File: src/eecmd_pkg.sv
// Purpose: shared constants of the serial eeprom command engine
// Assumes: 125 MHz ref_clk; timings given in ns and turned into cycle counts here
// Notes: array size set by the x16 address width, the x8 address is one bit wider
`default_nettype none
package eecmd_pkg;
  // clock
  localparam int CLK_PERIOD_NS = 8;
  // organization and field widths
  localparam int ADDR_W16_DEF = 6;
  localparam int DATA_W8 = 8;
  localparam int DATA_W16 = 16;
  localparam int OP_BITS = 2;
  localparam int CNT_W = 6;
  // op-codes and the extended op-codes held in the top two address bits
  localparam logic [1:0] OP_EXT = 2'h0;
  localparam logic [1:0] OP_WRITE = 2'h1;
  localparam logic [1:0] OP_READ = 2'h2;
  localparam logic [1:0] OP_ERASE = 2'h3;
  localparam logic [1:0] EXT_LOCK = 2'h0;
  localparam logic [1:0] EXT_FILL = 2'h1;
  localparam logic [1:0] EXT_CLEAR = 2'h2;
  localparam logic [1:0] EXT_UNLOCK = 2'h3;
  // reset values
  localparam logic [7:0] ERASED_BYTE = 8'hff;
  localparam logic WEL_RESET = 1'b0;
  // timings: self-timed program cycle and status_valid_delay
  localparam int PROG_TIME_NS = 5000000;
  localparam int PROG_CYCLES_DEF = (PROG_TIME_NS + CLK_PERIOD_NS - 1) / CLK_PERIOD_NS;
  localparam int STATUS_VALID_NS = 50;
  localparam int STATUS_VALID_CYC = (STATUS_VALID_NS + CLK_PERIOD_NS - 1) / CLK_PERIOD_NS;
  // engine states
  typedef enum logic [2:0] {
    S_IDLE = 3'h0,
    S_START = 3'h1,
    S_ADDR = 3'h2,
    S_DATA = 3'h3,
    S_READ = 3'h4,
    S_ARMED = 3'h5,
    S_PROG = 3'h6,
    S_IGNORE = 3'h7
  } eecmd_state_t;
endpackage
`default_nettype wire
File: src/eecmd_engine.sv
// Purpose: device-side command engine of a three-wire serial eeprom
// Assumes: select, serial clock, data in and width strap arrive asynchronously
// Notes: serial clock is oversampled by ref_clk; its period must exceed several ref_clk cycles
`timescale 1ns/1ps
`default_nettype none
module eecmd_engine
  import eecmd_pkg::*;
#(
  parameter int ADDR_W16 = eecmd_pkg::ADDR_W16_DEF,
  parameter int PROG_CYCLES = eecmd_pkg::PROG_CYCLES_DEF
) (
  input wire logic ref_clk,
  input wire logic rst_n,
  input wire logic chip_enable_line,
  input wire logic bit_timing_input,
  input wire logic serial_in,
  input wire logic width_select,
  output logic serial_out,
  output logic serial_out_oe_n,
  output logic busy
);
  import eecmd_pkg::*;

  localparam int AW8 = ADDR_W16 + 1;
  localparam int NBYTES = 2 ** AW8;

  eecmd_state_t state_r;
  logic [1:0] cs_q_r, clk_q_r, din_q_r, org_q_r;
  logic clk_d_r, cs_d_r;
  logic org8_r, wel_r, ready_r, pend_clr_r, pend_all_r;
  logic [1:0] op_r;
  logic [AW8-1:0] addr_r;
  logic [15:0] data_r, rd_sh_r;
  logic [CNT_W-1:0] bitcnt_r;
  logic [4:0] rd_left_r;
  logic [$clog2(STATUS_VALID_CYC+1)-1:0] slsh_cnt_r;
  logic [$clog2(PROG_CYCLES+1)-1:0] prog_cnt_r;
  logic serial_out_r, oe_n_r;
  logic [7:0] mem_r [NBYTES];

  // two-stage synchronisers; only the second stage is looked at
  always_ff @(posedge ref_clk or negedge rst_n) begin
    if (!rst_n) begin
      cs_q_r <= 2'h0;
      clk_q_r <= 2'h0;
      din_q_r <= 2'h0;
      org_q_r <= 2'h3;
      cs_d_r <= 1'b0;
      clk_d_r <= 1'b0;
    end else begin
      cs_q_r <= {cs_q_r[0], chip_enable_line};
      clk_q_r <= {clk_q_r[0], bit_timing_input};
      din_q_r <= {din_q_r[0], serial_in};
      org_q_r <= {org_q_r[0], width_select};
      cs_d_r <= cs_q_r[1];
      clk_d_r <= clk_q_r[1];
    end
  end

  // edge and field decode
  wire cs_s = cs_q_r[1];
  wire din_s = din_q_r[1];
  wire clk_rise = clk_q_r[1] & ~clk_d_r;
  wire cs_rise = cs_s & ~cs_d_r;
  wire cs_fall = ~cs_s & cs_d_r;
  wire [CNT_W-1:0] aw_w = org8_r ? CNT_W'(AW8) : CNT_W'(ADDR_W16);
  wire [CNT_W-1:0] dw_w = org8_r ? CNT_W'(DATA_W8) : CNT_W'(DATA_W16);
  wire addr_end = bitcnt_r == (CNT_W'(OP_BITS) + aw_w);
  wire data_end = bitcnt_r == (CNT_W'(OP_BITS) + aw_w + dw_w);
  wire [1:0] ext_w = org8_r ? addr_r[AW8-1 -: 2] : addr_r[ADDR_W16-1 -: 2];
  wire dec_w = (state_r == S_ADDR) & addr_end;
  wire is_read = dec_w & (op_r == OP_READ);
  wire is_unlock = dec_w & (op_r == OP_EXT) & (ext_w == EXT_UNLOCK);
  wire is_lock = dec_w & (op_r == OP_EXT) & (ext_w == EXT_LOCK);
  wire is_clear = dec_w & (op_r == OP_EXT) & (ext_w == EXT_CLEAR);
  wire is_fill = dec_w & (op_r == OP_EXT) & (ext_w == EXT_FILL);
  wire is_erase = dec_w & (op_r == OP_ERASE);
  wire is_write = dec_w & (op_r == OP_WRITE);
  wire slsh_done = slsh_cnt_r == $bits(slsh_cnt_r)'(STATUS_VALID_CYC);
  wire prog_end = (state_r == S_PROG) & (prog_cnt_r == $bits(prog_cnt_r)'(PROG_CYCLES - 1));
  wire launch = (state_r == S_ARMED) & cs_fall & wel_r;

  // address stepping for sequential reads; word mode masks the spare top bit
  wire [AW8-1:0] addr_mask = org8_r ? {AW8{1'b1}} : {1'b0, {ADDR_W16{1'b1}}};
  wire [AW8-1:0] addr_inc = (addr_r + AW8'(1)) & addr_mask;
  wire [AW8-1:0] rd_addr = (state_r == S_READ) ? addr_inc : addr_r;
  wire [AW8-1:0] rd_i0 = org8_r ? rd_addr : {rd_addr[ADDR_W16-1:0], 1'b0};
  wire [AW8-1:0] rd_i1 = {rd_addr[ADDR_W16-1:0], 1'b1};
  wire [15:0] rd_word = org8_r ? {mem_r[rd_i0], 8'h00} : {mem_r[rd_i0], mem_r[rd_i1]};

  // main sequencer
  always_ff @(posedge ref_clk or negedge rst_n) begin
    if (!rst_n) begin
      state_r <= S_IDLE;
      org8_r <= 1'b0;
      op_r <= 2'h0;
      addr_r <= '0;
      data_r <= 16'h0000;
      bitcnt_r <= '0;
      pend_clr_r <= 1'b0;
      pend_all_r <= 1'b0;
      prog_cnt_r <= '0;
    end else begin
      case (state_r)
        S_IDLE: begin
          if (cs_rise & ~clk_q_r[1]) state_r <= S_START;
        end
        S_START: begin
          if (!cs_s) state_r <= S_IDLE;
          else if (clk_rise & din_s) begin
            state_r <= S_ADDR;
            org8_r <= ~org_q_r[1];
            bitcnt_r <= '0;
          end
        end
        S_ADDR, S_DATA: begin
          if (!cs_s) state_r <= S_IDLE;
          else if (clk_rise) begin
            bitcnt_r <= bitcnt_r + CNT_W'(1);
            if (bitcnt_r < CNT_W'(OP_BITS)) op_r <= {op_r[0], din_s};
            else if (state_r == S_ADDR) addr_r <= {addr_r[AW8-2:0], din_s};
            else data_r <= {data_r[14:0], din_s};
          end else if (is_read) state_r <= S_READ;
          else if (is_unlock | is_lock) state_r <= S_IGNORE;
          else if (is_erase | is_clear) begin
            state_r <= S_ARMED;
            pend_clr_r <= 1'b1;
            pend_all_r <= is_clear;
          end else if (is_write | is_fill) begin
            state_r <= S_DATA;
            pend_clr_r <= 1'b0;
            pend_all_r <= is_fill;
          end else if ((state_r == S_DATA) & data_end) state_r <= S_ARMED;
        end
        S_READ: begin
          if (!cs_s) state_r <= S_IDLE;
          else if (clk_rise & (rd_left_r == 5'h1)) addr_r <= addr_inc;
        end
        S_ARMED: begin
          if (cs_fall) state_r <= wel_r ? S_PROG : S_IDLE;
          else if (clk_rise) state_r <= S_IGNORE;
          prog_cnt_r <= '0;
        end
        S_PROG: begin
          prog_cnt_r <= prog_cnt_r + $bits(prog_cnt_r)'(1);
          if (prog_end) state_r <= cs_s ? S_START : S_IDLE;
        end
        S_IGNORE: begin
          if (!cs_s) state_r <= S_IDLE;
        end
        default: state_r <= S_IDLE;
      endcase
    end
  end

  // write-enable latch: only unlock and lock touch it
  always_ff @(posedge ref_clk or negedge rst_n) begin
    if (!rst_n) wel_r <= WEL_RESET;
    else if (is_unlock) wel_r <= 1'b1;
    else if (is_lock) wel_r <= 1'b0;
  end

  // status delay: counts select-high time so status is not shown too early
  always_ff @(posedge ref_clk or negedge rst_n) begin
    if (!rst_n) slsh_cnt_r <= '0;
    else if (!cs_s) slsh_cnt_r <= '0;
    else if (!slsh_done) slsh_cnt_r <= slsh_cnt_r + $bits(slsh_cnt_r)'(1);
  end

  // ready flag: set at completion, dropped by deselect or a new start bit
  always_ff @(posedge ref_clk or negedge rst_n) begin
    if (!rst_n) ready_r <= 1'b0;
    else if (prog_end) ready_r <= 1'b1;
    else if (cs_fall | (state_r == S_START & clk_rise & din_s)) ready_r <= 1'b0;
  end

  // array storage; erase-then-write collapses to the final value at completion,
  // so a location is never seen half written from the serial side
  genvar gi;
  generate
    for (gi = 0; gi < NBYTES; gi++) begin : g_mem
      localparam logic [AW8-1:0] IDX = AW8'(gi);
      wire hit = pend_all_r | (org8_r ? (IDX == addr_r) : (IDX[AW8-1:1] == addr_r[ADDR_W16-1:0]));
      wire [7:0] wval = pend_clr_r ? ERASED_BYTE :
                        (org8_r | IDX[0]) ? data_r[7:0] : data_r[15:8];
      always_ff @(posedge ref_clk or negedge rst_n) begin
        if (!rst_n) mem_r[gi] <= ERASED_BYTE;
        else if (prog_end & hit) mem_r[gi] <= wval;
      end
    end
  endgenerate

  // output shifter and pin drive
  wire stat_drive = cs_s & slsh_done & ((state_r == S_PROG) | ready_r);
  always_ff @(posedge ref_clk or negedge rst_n) begin
    if (!rst_n) begin
      rd_sh_r <= 16'h0000;
      rd_left_r <= 5'h0;
      serial_out_r <= 1'b0;
      oe_n_r <= 1'b1;
    end else begin
      oe_n_r <= ~(is_read | (state_r == S_READ & cs_s) | stat_drive);
      if (is_read) begin
        serial_out_r <= 1'b0;
        rd_sh_r <= rd_word;
        rd_left_r <= 5'(dw_w);
      end else if (state_r == S_READ) begin
        if (clk_rise) begin
          serial_out_r <= rd_sh_r[15];
          rd_sh_r <= (rd_left_r == 5'h1) ? rd_word : {rd_sh_r[14:0], 1'b0};
          rd_left_r <= (rd_left_r == 5'h1) ? 5'(dw_w) : rd_left_r - 5'h1;
        end
      end else begin
        serial_out_r <= (state_r != S_PROG) & ready_r;
      end
    end
  end

  always_ff @(posedge ref_clk or negedge rst_n) begin
    if (!rst_n) busy <= 1'b0;
    else busy <= (state_r == S_PROG) & ~prog_end;
  end
  assign serial_out = serial_out_r;
  assign serial_out_oe_n = oe_n_r;
endmodule // eecmd_engine
`default_nettype wire

File: config.mk
export PLATFORM = sky130hd
export DESIGN_NAME = eecmd_engine
export DESIGN_NICKNAME = d
export VERILOG_FILES = /design/src/eecmd_pkg.sv /design/src/eecmd_engine.sv
export SDC_FILE = /design/constraint.sdc
export NUM_CORES = 2
export LEC_CHECK = 0
export ABC_AREA = 0
export BUFFER_PORTS_ARGS = -buffer_cell sky130_fd_sc_hd__buf_2
export CORE_ASPECT_RATIO = 1.75
export CORE_MARGIN = 2
export CORE_UTILIZATION = 43
export CTS_BUF_LIST = sky130_fd_sc_hd__clkbuf_2 sky130_fd_sc_hd__clkbuf_4 sky130_fd_sc_hd__clkbuf_8
export CTS_CLUSTER_DIAMETER = 40
export DETAILED_ROUTE_END_ITERATION = 7
export PLACE_DENSITY = 0.68
export SLEW_MARGIN = 20
export SYNTH_ARGS = -nofsm -noshare
export SYNTH_HDL_FRONTEND = slang
export SYNTH_SLANG_ARGS = --single-unit
File: constraint.sdc
create_clock -name ref_clk -period 4.9 [get_ports ref_clk]
set_input_delay 0.245 -clock ref_clk [delete_from_list [all_inputs] [get_ports ref_clk]]
set_output_delay 0.245 -clock ref_clk [all_outputs]
set_load 0.02 [all_outputs]
After elaboration in Yosys (flattened, before gate mapping)
Index checks and enable logic that the tools add are counted.
{"block": "totals", "mem_bits_rw": 0, "n_memories": 0, "reg_bits": 1120, "rom_bits": 0, "latchBits": 0, "inputBits": 6}
{"block": "classes", "n_div": 0, "bitwise": 302, "n_reduce_logical": 23, "order_cmp": 3, "n_eq_ne": 226, "mul": 0, "addsub": 7, "shift": 0, "n_mux": 195}
{"operator": "equality test 7 bit (first input constant)", "count": 64}
{"operator": "equality test 6 x 7 -> 1 bit (first input constant)", "count": 32}
{"operator": "equality test 6 bit (first input constant)", "count": 32}
{"operator": "bitwise AND 1 bit", "count": 152}
{"operator": "2-to-1 mux 1 bit", "count": 141}
{"operator": "bitwise OR 1 bit", "count": 135}
{"operator": "binary-select mux 8 bit (select 7 bit)", "count": 2}
{"operator": "equality test 5 x 7 -> 1 bit (first input constant)", "count": 16}
{"operator": "equality test 5 x 6 -> 1 bit (first input constant)", "count": 16}
{"operator": "2-to-1 mux 16 bit", "count": 4}
{"operator": "2-to-1 mux 8 bit", "count": 8}
{"operator": "2-to-1 mux 7 bit", "count": 9}
{"operator": "equality test 4 x 7 -> 1 bit (first input constant)", "count": 8}
{"operator": "2-to-1 mux 3 bit", "count": 17}
{"operator": "equality test 4 x 6 -> 1 bit (first input constant)", "count": 8}
{"operator": "one-hot mux 20 bit (2 select lines)", "count": 1}
{"operator": "equality test 3 x 7 -> 1 bit (first input constant)", "count": 4}
{"operator": "2-to-1 mux 5 bit", "count": 5}
{"operator": "equality test 3 x 6 -> 1 bit (first input constant)", "count": 4}
{"operator": "2-to-1 mux 6 bit", "count": 4}
{"operator": "!= test 2 bit (second input constant)", "count": 12}
{"operator": "adder 20 x 1 -> 20 bit (second input constant)", "count": 1}
{"operator": "equality test 20 bit (second input constant)", "count": 1}
{"operator": "one-hot mux 3 bit (6 select lines)", "count": 1}
{"operator": "other kinds (39)", "count": 79}

Longest topological paths before layout
{"block": "depth", "depth_word": 14, "mapped_depth": 20, "mapped_depth_nobuf": 11}

Worst setup path after synthesis
No wires, ideal clock.
{"block": "synth_timing", "kind": "reg-to-reg", "start": "reg addr_r[0]", "end": "reg rd_sh_r[14]", "arrival_ps": 4115, "path_stages_with_launch": 18, "setup_ps": 66, "period_less_slack_ps": 4181, "path_buffers": 6, "slack_ps": 719, "t_required_ps": 4834, "cell_sequence": "dfrtp_1 > buf_2 > inv_1 > clkbuf_1 > clkbuf_1 > clkbuf_1 > ha_1 > nand4bb_1 > clkbuf_1 > o211ai_2 > o21a_1 > buf_6 > and3_1 > a311oi_1 > nor3_1 > or4_1 > a221oi_1 > o311a_1"}
{"block": "synth_between", "elab_chain_len": 12}
{"element": "start: declaration", "line": "eecmd_engine.sv:32", "text": "logic [AW8-1:0] addr_r;"}
{"element": "start signal: assignment", "line": "eecmd_engine.sv:121", "text": "else if (state_r == S_ADDR) addr_r <= {addr_r[AW8-2:0], din_s};"}
{"element": "start signal: assignment", "line": "eecmd_engine.sv:137", "text": "else if (clk_rise & (rd_left_r == 5'h1)) addr_r <= addr_inc;"}
{"element": "adder 7 x 1 -> 7 bit", "line": "eecmd_engine.sv:85", "text": "wire [AW8-1:0] addr_inc = (addr_r + AW8'(1)) & addr_mask;"}
{"element": "bitwise AND 7 bit", "line": "eecmd_engine.sv:85"}
{"element": "2-to-1 mux 7 bit *", "line": "eecmd_engine.sv:86", "text": "wire [AW8-1:0] rd_addr = (state_r == S_READ) ? addr_inc : addr_r;"}
{"element": "2-to-1 mux 7 bit *", "line": "eecmd_engine.sv:87", "text": "wire [AW8-1:0] rd_i0 = org8_r ? rd_addr : {rd_addr[ADDR_W16-1:0], 1'b0};"}
{"element": "inverter 7 -> 8 bit (not written as such) *", "line": "eecmd_engine.sv:89", "text": "wire [15:0] rd_word = org8_r ? {mem_r[rd_i0], 8'h00} : {mem_r[rd_i0], mem_r[rd_i1]};"}
{"element": "binary-select mux 8 bit (select 7 bit) *", "line": "eecmd_engine.sv:89"}
{"element": "2-to-1 mux 8 bit (not written as such) * (2 in a row)", "line": "eecmd_engine.sv:89"}
{"element": "2-to-1 mux 16 bit", "line": "eecmd_engine.sv:210", "text": "rd_sh_r <= (rd_left_r == 5'h1) ? rd_word : {rd_sh_r[14:0], 1'b0};"}
{"element": "2-to-1 mux 16 bit", "line": "eecmd_engine.sv:208", "text": "if (clk_rise) begin"}
{"element": "2-to-1 mux 16 bit", "line": "eecmd_engine.sv:207", "text": "end else if (state_r == S_READ) begin"}
{"element": "2-to-1 mux 16 bit *", "line": "eecmd_engine.sv:203", "text": "if (is_read) begin"}
{"element": "end signal: assignment", "line": "eecmd_engine.sv:205", "text": "rd_sh_r <= rd_word;"}
{"element": "end signal: assignment", "line": "eecmd_engine.sv:210"}
{"element": "end: declaration", "line": "eecmd_engine.sv:33", "text": "logic [15:0] data_r, rd_sh_r;"}
Mark *: on every way between the ends. The rest lies on a longest branch, timed or not. The select of a mux whose other input is x is not followed.
A chain may end at the register's enable or synchronous reset.

Final worst setup path
{"block": "layout_timing", "start": "reg state_r[0]", "end": "reg rd_sh_r[11]"}
{"block": "layout_between", "elab_chain_len": 11, "elab_cells_between_ends": 17}
{"element": "start: declaration", "line": "eecmd_engine.sv:27", "text": "eecmd_state_t state_r;"}
{"element": "start signal: assignment", "line": "eecmd_engine.sv:140", "text": "if (cs_fall) state_r <= wel_r ? S_PROG : S_IDLE;"}
{"element": "start signal: assignment", "line": "eecmd_engine.sv:146", "text": "if (prog_end) state_r <= cs_s ? S_START : S_IDLE;"}
{"element": "equality test 3 bit", "line": "eecmd_engine.sv:86, eecmd_engine.sv:207"}
{"element": "2-to-1 mux 7 bit", "line": "eecmd_engine.sv:86"}
{"element": "2-to-1 mux 7 bit", "line": "eecmd_engine.sv:87"}
{"element": "inverter 7 -> 8 bit (not written as such)", "line": "eecmd_engine.sv:89"}
{"element": "binary-select mux 8 bit (select 7 bit)", "line": "eecmd_engine.sv:89"}
{"element": "2-to-1 mux 8 bit (not written as such) (2 in a row)", "line": "eecmd_engine.sv:89"}
{"element": "2-to-1 mux 16 bit", "line": "eecmd_engine.sv:210"}
{"element": "2-to-1 mux 16 bit", "line": "eecmd_engine.sv:208"}
{"element": "2-to-1 mux 16 bit", "line": "eecmd_engine.sv:207"}
{"element": "2-to-1 mux 16 bit", "line": "eecmd_engine.sv:203"}
Parallel ways exist; a longest one is shown, timed or not. The select of a mux whose other input is x is not followed.

==> results.txt <==
----------------------------------------------------
[Power and ir drop]
  Power density of the placed cells ... 481.1 nW/µm²
  Part of the total power dissipated in combinational logic ... 42.2%
  Power share of the clock group ... 28.4%
  Switching Power ... 14.70 mW
  Share of total power consumed by net switching ... 44.96%
  Power share of the sequential group ... 29.4%
  Total chip power ... 32.69 mW
  Worst VDD drop ... 0.0004113 V
  Leakage Power ... 24.99 nW
  Cell internal power dissipation ... 17.99 mW

[Worst setup path]
  Worst setup startpoint ... state_r[0]
  Critical Path, Cell by Cell ... or3b_1 > nor3_1 > buf_4 > xnor2_2 > mux2i_4 > buf_4 > a2111oi_0 > o31a_1 > a211oi_1 > a2111oi_0 > buf_4 > nor3_1
  Critical Path Max Stage Delay ... 730 ps
  CP top delay family ... compound AO/OA/AOI/OAI gates
  Worst path most repeated cell ... sky130_fd_sc_hd__buf_4
  CP Data Required Time ... 5720 ps
  Kind of critical path ... reg -> reg
  Category of the worst setup path capture point ... flip-flop
  Setup crit start kind ... flip-flop
  CP max stage cell ... sky130_fd_sc_hd__or3b_1
  Source of the worst register-to-register timing path ... state_r[0]
  Largest fanout of any net on the critical path ... 24
  Crit path arrival time ... 5600 ps
  Buffers & Inverters on Critical Path ... 3

[Layout]
  Final Cell Area ... 67,950 µm²
  Post-layout instance count excluding filler cells ... 9,309
  Total Nets Final ... 7,356
  Final core occ ... 49.38%
  Layout overhead on the synthesized area ... 14.03%
  Count of fill cells added during filler insertion ... 13,050
  Layout cells sized above 1 ... 25.66%

[Global route]
  First-pass GRT wire length ... 415.9 mm
  Remaining global-route overflow ... 0
  Vias in the first global route ... 56,400
  Antenna violations before repair ... 23
  GRT Overall Usage ... 40.96%
  Maximum number of pins on one net before global-route repair ... 154

[Synthesis]
  Syn_area_per_cell ... 8.135 µm²
  Number of synthesized flops with an enable pin ... 0
  Post-Synthesis Cell Area ... 59,590 µm²
  Portion of synthesized cell area occupied by the leading cell type ... 45.28%
  Number of distinct library cell variants in the gate-level netlist after synthesis ... 86
  Number of storage elements in the synthesis netlist ... 1,120
  Cell types with the largest area share after synthesis ... sky130_fd_sc_hd__dfstp_2 (45%), sky130_fd_sc_hd__a21oi_1 (12%), sky130_fd_sc_hd__nand2_1 (8.8%)
  Share of flip-flops with an asynchronous set or reset after synthesis ... 100.0%
  Commonest cells post-synth ... sky130_fd_sc_hd__nand2_1 (1,399), sky130_fd_sc_hd__a21oi_1 (1,382), sky130_fd_sc_hd__nor2_1 (1,145)
  Number of warnings printed during yosys synthesis ... 0
  Gate count after technology mapping ... 7,325
  Most common cell in the netlist ... sky130_fd_sc_hd__nand2_1
  Proportion of synthesized chip area in sequential cells ... 49.19%
  Net count after synthesis ... 7,341
  Cell accounting for the most synthesized area ... sky130_fd_sc_hd__dfstp_2
  Primary flip-flop cell chosen by synthesis mapping ... sky130_fd_sc_hd__dfstp_2

[Status]
  Violated checks ... design-rule violations
  Run status ... finished, violations left

[Timing]
  Transition time of the tightest slew-check pin ... 1345 ps
  Final min period ... 4779 ps
  Highest clock frequency the design can meet ... 209.2 MHz
  Endpoints failing hold ... 0
  Remaining max-slew budget at the tightest pin ... 10.34%
  Layout Skew ... 57.26 ps
  Max-slew violation count ... 0
  Final worst-path setup slack ... 120.6 ps
  Setup_tns ... 0 ps
  Setup repair after global routing missed its margin ... no
  Setup violation total in the final timing report ... 0
  Crit share post-route ... 97.54%
  Final hold slack ... 11.75 ps

[Route]
  Drt first-iter violations ... 8,130
  Amount of wire on met2 after detailed routing ... 130.0 mm
  Detailed-route via count ... 59,540
  Uppermost routed layer ... met5
  Number of vias per cell after detailed routing ... 6.396
  Wire length per cell ... 31.64 µm
  Remaining design rule violation count ... 3
  Total wire length after detailed routing ... 294.6 mm
  Post-Route M1 WL ... 102.4 mm
  Length of routed met3 wiring ... 28.68 mm
  Total iterations of the first detailed-routing run ... 8
  Antenna Violating Nets Remaining ... 0

[Run]
  Number of maximum-capacitance constraint violations ... 0

[CTS]
  Number of clock sinks ... 1,120
  Clk_lat worst skew ... 960 ps
  Buffer type at the clock tree root ... sky130_fd_sc_hd__clkbuf_8
  Number of buffers inserted during clock tree synthesis ... 177
  Number of H-tree branching levels ... 4
  Register clock-pin slew on the reported worst setup and hold paths ... 80 ps
  TritonCTS clock tree ... yes
  Number of buffers on the longest clock path ... 3

[Floorplanning]
  Height of the chip ... 496.5 µm
  Starting utilization of the core area ... 43.31%
  Die footprint ... 141,700 µm²
  Core Footprint ... 137,600 µm²
  Width of the die ... 285.4 µm
  Row cnt ... 180
  Io pins ... 9

[Worst hold path]
  Worst min-delay path category ... in -> async

[Placement]
  Standard cell area after detailed placement ... 63,760 µm²
  Placed Cells ... 8,972
  Placer Congestion ... 1.039
  Pre-CTS setup slack ... 266.2 ps
  Number of port buffers ... 8
  Half-perimeter wire length after detailed placement ... 195.8 mm

----------------------------------------------------
power groups by stage:
stage	Combinational [mW]	Clock [mW]	Sequential, mW
global placement	13.0	0	9.73
floorplan	6.38	0	9.62
CTS	13.0	9.38	9.59
detailed placement	13.0	0	9.73
finish	13.8	9.29	9.60
global route	13.8	9.77	9.61
logic make-up (layout without fill, tap and decap cells):
group / count (synthesis) / after routing / synth area share, %
compound gates: 1993 / 1993 / 19.36
xor+xnor: 16 / 16 / 0.2478
fa+ha+maj: 10 / 10 / 0.2100
buf+inv: 648 / 799 / 4.550
flops: 1120 / 1120 / 49.19
mux: 124 / 124 / 2.475
other cells: 0 / 13 / 0
simple gates: 3414 / 3414 / 23.97
sequential cells by signal (all words and copies together) (netlist names):
| name | count |
|---|---|
| prog_cnt_r | 20 |
| op_r | 2 |
| addr_r | 7 |
| ready_r | 1 |
| serial_out | 1 |
| clk_d_r | 1 |
| wel_r | 1 |
| serial_out_oe_n | 1 |
| pend_clr_r | 1 |
| slsh_cnt_r | 3 |
| pend_all_r | 1 |
| clk_q_r | 2 |
| busy | 1 |
| org8_r | 1 |
| org_q_r | 2 |
| cs_d_r | 1 |
| rd_sh_r | 16 |
| state_r | 3 |
| bitcnt_r | 6 |
| rd_left_r | 5 |
| din_q_r | 2 |
| data_r | 16 |
| mem_r | 1024 |
| cs_q_r | 2 |
routing by layer:
layer	vias to the layer above	GRT usage, %
li1	25480	-
met1	28610	47.66
met2	4079	63.00
met3	1350	9.290
met4	18	37.28
met5	-	0
final cells by class:
| cell class | count | area, µm² | area share, % |
|---|---|---|---|
| tap | 1820 | 2277 | 3.351 |
| clock buffer | 259 | 3314 | 4.878 |
| timing repair buffer | 470 | 4192 | 6.169 |
| multi-input combinational | 5557 | 28040 | 41.26 |
| antenna | 13 | 32.53 | 0.04788 |
| inverter | 14 | 52.55 | 0.07734 |
| sequential | 1120 | 29320 | 43.15 |
| clock inverter | 56 | 728.2 | 1.072 |
cells in the final DEF, fill, tap and decap left out, types with 22 or more instances in the layout:
cell / count
sky130_fd_sc_hd__nor3_1: 45
sky130_fd_sc_hd__clkbuf_4: 40
sky130_fd_sc_hd__mux2i_1: 76
sky130_fd_sc_hd__mux2_2: 26
sky130_fd_sc_hd__dfstp_2: 1027
sky130_fd_sc_hd__buf_4: 401
sky130_fd_sc_hd__clkbuf_8: 219
sky130_fd_sc_hd__o21ai_0: 109
sky130_fd_sc_hd__o22ai_1: 24
sky130_fd_sc_hd__nand3_1: 593
sky130_fd_sc_hd__a21oi_1: 1377
sky130_fd_sc_hd__dfrtp_1: 90
sky130_fd_sc_hd__a31oi_1: 67
sky130_fd_sc_hd__nand2_1: 1398
sky130_fd_sc_hd__a311oi_1: 88
sky130_fd_sc_hd__o211ai_1: 22
sky130_fd_sc_hd__nor2_1: 1129
sky130_fd_sc_hd__a221oi_1: 97
sky130_fd_sc_hd__a211oi_1: 31
sky130_fd_sc_hd__clkinv_2: 22
sky130_fd_sc_hd__and3_1: 116
sky130_fd_sc_hd__nand4_1: 24
sky130_fd_sc_hd__buf_12: 52
final timing paths:
kind,to,slack [ps],cells after the start
max,rd_sh_r[11],120,12
min,addr_r[5],10,2
max reg2reg,rd_sh_r[11],120,12
min reg2reg,org_q_r[1],360,0
max in group asynchronous,mem_r[817],3410,3
min in group ref_clk,org_q_r[1],360,0
what timing repair did:
| item | in CTS | in global routing |
|---|---|---|
| resized for setup | 0 | 1 |
| setup buffers | 0 | 0 |
| hold buffers | 9 | 0 |
| hold endpoints to repair | 74 | 0 |
| setup endpoints to repair | 0 | 1 |
(Power assumes the default switching activity.)
